===== config.mk =====
export PLATFORM = sky130hd
export DESIGN_NAME = sppps_top
export DESIGN_NICKNAME = d
export VERILOG_FILES = /design/src/design/sppps_pkg.sv /design/src/design/sppps_pin_if.sv /design/src/design/sppps_pin_front.sv /design/src/design/sppps_top.sv
export VERILOG_INCLUDE_DIRS = /design/src /design/src/design
export SDC_FILE = /design/constraint.sdc
export NUM_CORES = 1
export LEC_CHECK = 0
export ABC_CLOCK_PERIOD_IN_PS = 1700
export BUFFER_PORTS_ARGS = -buffer_cell sky130_fd_sc_hd__buf_2
export CORE_ASPECT_RATIO = 0.75
export CORE_MARGIN = 5
export CORE_UTILIZATION = 38
export DETAILED_ROUTE_END_ITERATION = 16
export PLACE_DENSITY = 0.78
export SYNTH_ARGS = -nofsm -noshare
export SYNTH_HDL_FRONTEND = slang
export SYNTH_SLANG_ARGS = --single-unit

===== constraint.sdc =====
create_clock -name clk -period 1.7 [get_ports clk]
set_input_delay 0.17 -clock clk [delete_from_list [all_inputs] [get_ports clk]]
set_output_delay 0.17 -clock clk [all_outputs]
set_load 0.02 [all_outputs]

===== src/design/sppps_defs.svh =====
`ifndef SPPPS_DEFS_SVH
`define SPPPS_DEFS_SVH
// register byte offsets on the bus
`define SPPPS_ADDR_W         8
`define SPPPS_PIN_CONTROL    8'h00
`define SPPPS_PORT_CONTROL   8'h04
// pin_control field positions
`define SPPPS_TX_GPIO_EN     13
`define SPPPS_RX_GPIO_EN     12
`define SPPPS_DOUT_STAT      5
`define SPPPS_DIN_STAT       4
`define SPPPS_TX_FS_POL      3
`define SPPPS_RX_FS_POL      2
`define SPPPS_TX_CLK_POL     1
`define SPPPS_RX_CLK_POL     0
// port_control field positions
`define SPPPS_TX_RESET_N     0
`define SPPPS_RX_RESET_N     1
// reset values
`define SPPPS_PIN_CONTROL_RST  32'h0000_0000
`define SPPPS_PORT_CONTROL_RST 32'h0000_0000
// index of each synchronised pin
`define SPPPS_NPINS          5
`define SPPPS_P_TXCLK        0
`define SPPPS_P_RXCLK        1
`define SPPPS_P_TXFS         2
`define SPPPS_P_RXFS         3
`define SPPPS_P_DIN          4
`endif


===== src/design/sppps_pkg.sv =====
`default_nettype none
package sppps_pkg;
  // data phase of the bus slave, one-hot
  typedef enum logic [2:0] {
    PH_IDLE  = 3'b001,
    PH_WRITE = 3'b010,
    PH_READ  = 3'b100
  } sppps_phase_type;
endpackage
`default_nettype wire


===== src/design/sppps_pin_if.sv =====
`timescale 1ns/1ns
`default_nettype none
// synchronised pin levels and their edges
interface sppps_pin_if #(parameter int N = 5);
  logic [N-1:0] lvl;
  logic [N-1:0] rise;
  logic [N-1:0] fall;
  modport front (output lvl, output rise, output fall);
  modport core  (input lvl, input rise, input fall);
endinterface
`default_nettype wire


===== src/design/sppps_pin_front.sv =====
`timescale 1ns/1ns
`default_nettype none
module sppps_pin_front #(
  parameter int N = 5
) (
  // clock and reset
  input  wire logic         clk,
  input  wire logic         rst,
  // raw pins from outside the clock domain
  input  wire logic [N-1:0] raw,
  // synchronised view
  sppps_pin_if.front        pins
);
  genvar i;
  generate
    for (i = 0; i < N; i++) begin : g_pin
      logic s1_r, s2_r, s3_r;
      logic s1_nxt, s2_nxt, s3_nxt;
      // two-stage synchroniser, third stage only for edge finding
      always_comb begin
        s1_nxt = raw[i];
        s2_nxt = s1_r;
        s3_nxt = s2_r;
        if (rst) begin
          s1_nxt = 1'b0;
          s2_nxt = 1'b0;
          s3_nxt = 1'b0;
        end
      end
      always_ff @(posedge clk) begin
        s1_r <= s1_nxt;
        s2_r <= s2_nxt;
        s3_r <= s3_nxt;
      end
      // edges look only at settled stages, never at the first flop
      assign pins.lvl[i]  = s2_r;
      assign pins.rise[i] = s2_r & ~s3_r;
      assign pins.fall[i] = ~s2_r & s3_r;
    end
  endgenerate
endmodule
`default_nettype wire


===== src/design/sppps_top.sv =====
`timescale 1ns/1ns
`default_nettype none
`include "sppps_defs.svh"
// Operation
// - in gpio output mode the data-out status bit reports the driven pin level
// - in gpio input mode status bit 4 returns the sampled data-in pin level
// - bit 3 clear makes transmit frame sync active high, set active low
// - bit 2 clear makes receive frame sync active high, set active low
// - bit 1 picks transmit sampling edge: rising when clear, falling when set
// - bit 0 picks receive sampling edge: falling when clear, rising when set
// - data-out pin is gpio only with bit 13 set and transmitter in reset
// - data-in pin is gpio only with bit 12 set and receiver in reset
module sppps_top (
  // clock and reset
  input  wire logic        clk,
  input  wire logic        rst,
  // ahb-lite slave
  input  wire logic        hsel,
  input  wire logic [31:0] haddr,
  input  wire logic [1:0]  htrans,
  input  wire logic        hwrite,
  input  wire logic [2:0]  hsize,
  input  wire logic [31:0] hwdata,
  input  wire logic        hready,
  output logic             hreadyout,
  output logic             hresp,
  output logic [31:0]      hrdata,
  // serial pins
  input  wire logic        tx_bit_clock_pin,
  input  wire logic        rx_bit_clock_pin,
  input  wire logic        tx_frame_sync_pin,
  input  wire logic        rx_frame_sync_pin,
  input  wire logic        serial_data_in_pin,
  output logic             serial_data_out_pin,
  output logic             serial_data_out_oe,
  // data path side
  input  wire logic        tx_serial_data,
  output logic             tx_frame_sync_active,
  output logic             rx_frame_sync_active,
  output logic             tx_sample_strobe,
  output logic             rx_sample_strobe,
  output logic             rx_data_bit
);
  sppps_pin_if #(.N(`SPPPS_NPINS)) pins ();

  sppps_pin_front #(.N(`SPPPS_NPINS)) u_front (
    .clk  (clk),
    .rst  (rst),
    .raw  ({serial_data_in_pin, rx_frame_sync_pin, tx_frame_sync_pin,
            rx_bit_clock_pin, tx_bit_clock_pin}),
    .pins (pins)
  );

  // reset images of the two registers, fields are picked from these
  localparam logic [31:0] pc_rst   = `SPPPS_PIN_CONTROL_RST;
  localparam logic [31:0] port_rst = `SPPPS_PORT_CONTROL_RST;

  // control state
  logic                       txgpio_r, txgpio_nxt;
  logic                       rxgpio_r, rxgpio_nxt;
  logic                       dout_stat_r, dout_stat_nxt;
  logic                       din_stat_r, din_stat_nxt;
  logic [3:0]                 pol_r, pol_nxt;
  logic                       txrst_n_r, txrst_n_nxt;
  logic                       rxrst_n_r, rxrst_n_nxt;
  // bus state
  sppps_pkg::sppps_phase_type ph_r, ph_nxt;
  logic [`SPPPS_ADDR_W-1:0]   wa_r, wa_nxt;
  logic [31:0]                rd_r, rd_nxt;
  // pin-side state
  logic                       dout_r, dout_nxt;
  logic                       oe_r, oe_nxt;
  logic                       txfs_r, txfs_nxt;
  logic                       rxfs_r, rxfs_nxt;
  logic                       txs_r, txs_nxt;
  logic                       rxs_r, rxs_nxt;
  logic                       rxd_r, rxd_nxt;

  logic                       tx_gpio_act;
  logic                       rx_gpio_act;
  logic                       addr_ok;
  logic                       tx_take;
  logic                       tx_launch;
  logic                       rx_take;
  logic [31:0]                pc_view;
  logic [31:0]                port_view;

  // gpio modes need both the enable and the half held in reset
  // gpio output and input qualify
  assign tx_gpio_act = txgpio_r & ~txrst_n_r;
  assign rx_gpio_act = rxgpio_r & ~rxrst_n_r;

  assign addr_ok = hsel & hready & htrans[1];

  assign tx_take   = pol_r[`SPPPS_TX_CLK_POL] ? pins.fall[`SPPPS_P_TXCLK]
                                             : pins.rise[`SPPPS_P_TXCLK];
  // data changes on the edge opposite the partner's sampling edge
  assign tx_launch = pol_r[`SPPPS_TX_CLK_POL] ? pins.rise[`SPPPS_P_TXCLK]
                                             : pins.fall[`SPPPS_P_TXCLK];
  assign rx_take   = pol_r[`SPPPS_RX_CLK_POL] ? pins.rise[`SPPPS_P_RXCLK]
                                             : pins.fall[`SPPPS_P_RXCLK];

  // register writes land in the data phase
  always_comb begin
    txgpio_nxt    = txgpio_r;
    rxgpio_nxt    = rxgpio_r;
    dout_stat_nxt = dout_stat_r;
    pol_nxt       = pol_r;
    txrst_n_nxt   = txrst_n_r;
    rxrst_n_nxt   = rxrst_n_r;
    din_stat_nxt  = din_stat_r;
    if (ph_r == sppps_pkg::PH_WRITE) begin
      if (wa_r == `SPPPS_PIN_CONTROL) begin
        txgpio_nxt    = hwdata[`SPPPS_TX_GPIO_EN];
        rxgpio_nxt    = hwdata[`SPPPS_RX_GPIO_EN];
        dout_stat_nxt = hwdata[`SPPPS_DOUT_STAT];
        pol_nxt       = hwdata[3:0];
      end else if (wa_r == `SPPPS_PORT_CONTROL) begin
        txrst_n_nxt = hwdata[`SPPPS_TX_RESET_N];
        rxrst_n_nxt = hwdata[`SPPPS_RX_RESET_N];
      end
    end
    // track the data-in pin in gpio mode
    if (rx_gpio_act) begin
      din_stat_nxt = pins.lvl[`SPPPS_P_DIN];
    end
    if (rst) begin
      txgpio_nxt    = pc_rst[`SPPPS_TX_GPIO_EN];
      rxgpio_nxt    = pc_rst[`SPPPS_RX_GPIO_EN];
      dout_stat_nxt = pc_rst[`SPPPS_DOUT_STAT];
      din_stat_nxt  = pc_rst[`SPPPS_DIN_STAT];
      pol_nxt       = pc_rst[3:0];
      txrst_n_nxt   = port_rst[`SPPPS_TX_RESET_N];
      rxrst_n_nxt   = port_rst[`SPPPS_RX_RESET_N];
    end
  end
  always_ff @(posedge clk) begin
    txgpio_r    <= txgpio_nxt;
    rxgpio_r    <= rxgpio_nxt;
    dout_stat_r <= dout_stat_nxt;
    din_stat_r  <= din_stat_nxt;
    pol_r       <= pol_nxt;
    txrst_n_r   <= txrst_n_nxt;
    rxrst_n_r   <= rxrst_n_nxt;
  end

  // read views use next values so a read right after a write sees it
  // status shows the level on the output pin
  always_comb begin
    pc_view = 32'h0000_0000;
    pc_view[`SPPPS_TX_GPIO_EN] = txgpio_nxt;
    pc_view[`SPPPS_RX_GPIO_EN] = rxgpio_nxt;
    pc_view[`SPPPS_DOUT_STAT]  = dout_nxt;
    pc_view[`SPPPS_DIN_STAT]   = din_stat_nxt;
    pc_view[3:0]               = pol_nxt;
    port_view = 32'h0000_0000;
    port_view[`SPPPS_TX_RESET_N] = txrst_n_nxt;
    port_view[`SPPPS_RX_RESET_N] = rxrst_n_nxt;
  end

  // address phase capture; zero wait states, so hready is always high
  always_comb begin
    ph_nxt = sppps_pkg::PH_IDLE;
    wa_nxt = wa_r;
    rd_nxt = rd_r;
    if (addr_ok) begin
      wa_nxt = haddr[`SPPPS_ADDR_W-1:0];
      if (hwrite) begin
        ph_nxt = sppps_pkg::PH_WRITE;
      end else begin
        ph_nxt = sppps_pkg::PH_READ;
        if (haddr[`SPPPS_ADDR_W-1:0] == `SPPPS_PIN_CONTROL) begin
          rd_nxt = pc_view;
        end else if (haddr[`SPPPS_ADDR_W-1:0] == `SPPPS_PORT_CONTROL) begin
          rd_nxt = port_view;
        end else begin
          rd_nxt = 32'h0000_0000;  // unmapped reads as zero, still okay
        end
      end
    end
    if (rst) begin
      ph_nxt = sppps_pkg::PH_IDLE;
      wa_nxt = 8'h00;
      rd_nxt = 32'h0000_0000;
    end
  end
  always_ff @(posedge clk) begin
    ph_r <= ph_nxt;
    wa_r <= wa_nxt;
    rd_r <= rd_nxt;
  end

  assign hreadyout = 1'b1;
  assign hresp     = 1'b0;
  assign hrdata    = rd_r;

  // pin side: output pin, frame-sync decode, sampling strobes
  always_comb begin
    dout_nxt = dout_r;
    // software level drives the pin in gpio mode
    if (tx_gpio_act) begin
      dout_nxt = dout_stat_nxt;
    end else if (tx_launch) begin
      dout_nxt = tx_serial_data;
    end
    // pin stays undriven while the transmitter is held in reset and not in gpio mode
    oe_nxt   = tx_gpio_act | txrst_n_r;
    txfs_nxt = pins.lvl[`SPPPS_P_TXFS] ^ pol_r[`SPPPS_TX_FS_POL];
    rxfs_nxt = pins.lvl[`SPPPS_P_RXFS] ^ pol_r[`SPPPS_RX_FS_POL];
    txs_nxt  = tx_take & txrst_n_r;
    // serial receive only when the pin is not gpio
    rxs_nxt  = rx_take & rxrst_n_r & ~rx_gpio_act;
    rxd_nxt  = rxd_r;
    if (rx_take & rxrst_n_r) begin
      rxd_nxt = pins.lvl[`SPPPS_P_DIN];
    end
    if (rst) begin
      dout_nxt = 1'b0;
      oe_nxt   = 1'b0;
      txfs_nxt = 1'b0;
      rxfs_nxt = 1'b0;
      txs_nxt  = 1'b0;
      rxs_nxt  = 1'b0;
      rxd_nxt  = 1'b0;
    end
  end
  always_ff @(posedge clk) begin
    dout_r <= dout_nxt;
    oe_r   <= oe_nxt;
    txfs_r <= txfs_nxt;
    rxfs_r <= rxfs_nxt;
    txs_r  <= txs_nxt;
    rxs_r  <= rxs_nxt;
    rxd_r  <= rxd_nxt;
  end

  assign serial_data_out_pin  = dout_r;
  assign serial_data_out_oe   = oe_r;
  assign tx_frame_sync_active = txfs_r;
  assign rx_frame_sync_active = rxfs_r;
  assign tx_sample_strobe     = txs_r;
  assign rx_sample_strobe     = rxs_r;
  assign rx_data_bit          = rxd_r;
endmodule
`default_nettype wire


# ---- Word level (Yosys, flattened, before mapping)
# Index checks and enable logic that the tools add are counted.
dict set report word_totals {
  reg_bits 72
  in_bits 80
  output_inout_bits 41
  wordCells 90
}
dict set report op_classes {
  n_eq_ne 3
  muxes 31
  bitwise_logic 23
  reduce_logical 4
}
# cell n
set ops {}
lappend ops {{1-bit two-way mux} 25}
lappend ops {{8-bit by 3-bit equality test with 1-bit output (second input constant)} 2}
lappend ops {{8-bit zero test} 2}
lappend ops {{14-bit two-way mux} 1}
lappend ops {{4-bit two-way mux} 3}
lappend ops {{1-bit AND} 11}
lappend ops {{1-bit inverter} 9}
lappend ops {{3-bit by 2-bit equality test with 1-bit output (second input constant)} 1}
lappend ops {{3-bit two-way mux} 1}
lappend ops {{2-bit two-way mux} 1}
lappend ops {{2-bit AND reduction} 1}
lappend ops {{2-bit OR reduction} 1}
lappend ops {{1-bit bitwise XOR} 2}
lappend ops {{1-bit OR} 1}

# ---- Longest topological paths before layout
dict set report depth {
  ltp_word 7
  depth_mapped 6
  ltp_nobuf 5
}

# ---- Cells and area by module
# A second synthesis with hierarchy kept.
dict set report hier_totals {
  cells_unflattened 218
  hier_area_um2 2100.8
}
# module instances cells_per_inst area_each_um2 seq_area_each_um2
set modules_own_cells {}
lappend modules_own_cells {sppps_top 1 172 1567.8 720.7}
lappend modules_own_cells {sppps_pin_front 1 46 533.0 300.3}

# ---- Worst setup path before layout
# OpenSTA, ideal clock, no wires.
dict set report synth_timing {
  kind {reg2reg}
  startpoint {register wa_r[7]}
  endpoint {register rd_r[5] (netlist: hrdata[5])}
  setup_time_ps 117
  arrival_ps 1252
  t_required_ps 1583
  slack_ps 331
  path_stages_with_launch 6
  n_path_buf 0
  synth_period_minus_slack_ps 1369
  cell_sequence {dfxtp_1 > nor3_4 > nand4_4 > mux2i_1 > mux2i_1 > a22o_1}
}
dict set report synth_between {
  elab_chain_cells 7
}
# item line
set synth_lines {}
lappend synth_lines {{start, declared} sppps_top.sv:68} ;# logic [`SPPPS_ADDR_W-1:0] wa_r, wa_nxt;
lappend synth_lines {{start signal, assigned} sppps_top.sv:189} ;# wa_r <= wa_nxt;
lappend synth_lines {{8-bit zero test (no line)} --}
lappend synth_lines {{1-bit two-way mux} sppps_top.sv:113} ;# if (wa_r == `SPPPS_PIN_CONTROL) begin
lappend synth_lines {{1-bit two-way mux} sppps_top.sv:112} ;# if (ph_r == sppps_pkg::PH_WRITE) begin
lappend synth_lines {{1-bit two-way mux} sppps_top.sv:127} ;# if (rst) begin
lappend synth_lines {{1-bit two-way mux} sppps_top.sv:201} ;# if (tx_gpio_act) begin
lappend synth_lines {{1-bit two-way mux} sppps_top.sv:217} ;# if (rst) begin
lappend synth_lines {{14-bit two-way mux} sppps_top.sv:172} ;# if (haddr[`SPPPS_ADDR_W-1:0] == `SPPPS_PIN_CONTROL) begin
lappend synth_lines {{end signal, assigned} sppps_top.sv:190} ;# rd_r <= rd_nxt;
lappend synth_lines {{end, declared} sppps_top.sv:69} ;# logic [31:0] rd_r, rd_nxt;
# No other way between the ends.
# A chain may end at the register's enable or synchronous reset.

# ---- Worst setup path in the final report
# Ends and elaborated chain as after synthesis.

==> results.yml <==
clock_network:
  htreeDepth: 2
  cts_buffers: 5
  cts_root_buffer: "clkbuf_8"
  post-cts-setup-buffers: 0
  path_clk_slew_ps: 80
  clk_latency_ps: 290
  clock-sinks: 48
  clk_path_buf_depth: 2
  cts_tree: "done"
  cts_hold_buf: 0
  ctsResizeCount: 0
synth:
  yosys-top-cells-area: "dfxtp_1 (48%), buf_4 (9.8%), mux2i_1 (6.5%), nor2b_1 (4.1%), nor2_1 (4.0%)"
  yosys.area.top_type: "dfxtp_1"
  yosysWarnings: 0
  synth_cells: 200
  synth_top_area_share: 0.483
  syn_avg_cell_area_sq_um: 9.94
  netlist_area_sq_mm: 0.00199
  synth_cell_types: 34
  synth-seq-cells: 48
  seq_area_frac_synth: 0.483
setup_path:
  crit_required_ps: 1890
  arrival_ps: 1690
  r2r-start: "wa_r[7]"
  ff2ff_setup_slack_ps: 190
  critPathMaxFanout: 7
  critPathKind: "reg2reg"
  end_kind: "flop"
  reg2reg_depth: 5
  cp-start-kind: "flop"
  r2r-end: "hrdata[5]"
grt:
  antenna_found_initial: 0
  grt_pass1_vias: 1216
  grt_usage: 0.108
  grt_max_degree: 24
  grt_pass1_wl_mm: 5.71
  grt-ovfl-total: 0
status:
  status: "completed"
timing:
  fin_setup_tns_ps: 0
  hold_viol_final: 0
  whs_ps: 80.7
  max_freq_mhz: 663
  finClkSkew_ps: 6.69
  fin_crit_sh: 0.887
  setup_slack_ps: 193
  rsz0062_at_grt: "no"
  final-setup-viol-count: 0
  period_minus_slack_ps: 1510
  slew_viol_final: 0
drt:
  first_iter_violations: 56
  detail-route-antenna-nets: 0
  viasPerCell: 4.26
  vias: 1359
  first_pass_iters: 4
  drt-total-wl_mm: 3.59
  wl_per_cell_microns: 11.2
  drc_errors: 0
hold_path:
  min_to: "u_front.g_pin[1].s1_r"
  min_path_cells: 2
  hp-start: "rx_bit_clock_pin"
  hold_class: "in2reg"
floorplanning:
  die_area_sq_mm: 0.00679
  start_util: 0.399
  std_cell_rows: 22
  io_pins: 121
  coreArea_sq_mm: 0.00498
  die_w_microns: 93.5
  die_h_microns: 72.6
placement:
  dp_hpwl_mm: 2.79
  finalWeightedCongestion: 0.759
  port_buffers: 41
  post-place-ws_ps: 188
power_and_ir_drop:
  power.density_mw_per_mm2: 955
  p_leak_nw: 1.06
  power_w: 0.00220
  irDropWorstVdd_mv: 0.795
finish:
  num_antenna_cells: 0
  final_common_cell: "dfxtp_1"
  post-route-util: 0.462
  drive_gt1_frac: 0.267
  fillers: 466
  nNetsFinal: 326
  syn2layout_area_growth_pct: 15.7
  mostFrequentLayoutCells: "dfxtp_1 (48), buf_2 (41), conb_1 (26)"
run:
  cap_violations: 0
## worst max-delay path, cell delays in order (launching register included)
cell	delay [ps]
dfxtp_1	340
nor3_4	260
nand4_4	230
mux2i_1	240
mux2i_1	110
a22o_1	210
## sequential cells by signal, indices dropped and copies added (netlist names), 2 cells and up
| signal | cells |
|---|---|
| hrdata | 8 |
| ph_r | 3 |
| pol_r | 4 |
| u_front.g_pin.s1_r | 5 |
| u_front.g_pin.s2_r | 5 |
| u_front.g_pin.s3_r | 2 |
| wa_r | 8 |
## final cells by class
class	count	area (sq um)	area share
clock buffers	7	96.3	0.0419
clock inverters	1	30.0	0.0131
inverters	3	11.3	0.00490
multi-input cells	141	861	0.374
flip-flops and latches	48	961	0.418
well taps	72	90.1	0.0392
repair buffers	47	250	0.109
## worst max-delay path by stage
stage,start,to,slack (ps)
after floorplan,wa_r[7],hrdata[5],330
after global placement,wa_r[7],hrdata[5],200
after detailed placement,wa_r[7],hrdata[5],190
after CTS,wa_r[7],hrdata[5],160
after global routing,wa_r[7],hrdata[5],60
final,wa_r[7],hrdata[5],190
## where the power goes
group | switching [W] | total [W] | internal, W
logic | 0.000114 | 0.000167 | 0.0000531
clock network | 0.000354 | 0.000872 | 0.000519
registers | 0.0000111 | 0.00116 | 0.00115
## cell usage after synthesis, drive strengths merged
cell type  count
or2b           2
nor2b         13
nand3          1
a2bb2oi        1
o21ai          4
conb           2
dfxtp         48
clkbuf         5
nand4          2
and3           1
nand2         20
nor3           3
inv            3
nor2          21
a22o           5
buf           27
o22ai          1
xnor2          2
nand2b         4
or3            1
o21a           2
mux2i         13
nor4           3
nor3b          3
a21oi         12
and3b          1
## logic make-up (layout without fill, tap and decap cells)
logic type,count (synthesis),count (layout),share of synthesized area
and+or+nand+nor,75,75,0.228
other,2,26,0.00378
buffers and inverters,35,58,0.129
AOI/OAI and AO/OA,25,25,0.0812
xor gates and xnor gates,2,2,0.00881
muxes,13,13,0.0654
DFF,48,48,0.483
## per-layer routing
| metal | GRT usage | vias to the layer above | wire length [microns] |
|---|---|---|---|
| met5 | 0 | - | 0 |
| met4 | 0.0325 | 0 | 38 |
| met3 | 0.0485 | 5 | 276 |
| met2 | 0.158 | 39 | 1630 |
| met1 | 0.143 | 611 | 1640 |
| li1 | - | 704 | - |
## per-stage QoR
step	cells	cell area, sq um
final	319	2300
after global routing	319	2300
after CTS	319	2300
after detailed placement	311	2170
after global placement	311	2170
after floorplan	224	2080
(Power assumes the default switching activity.)
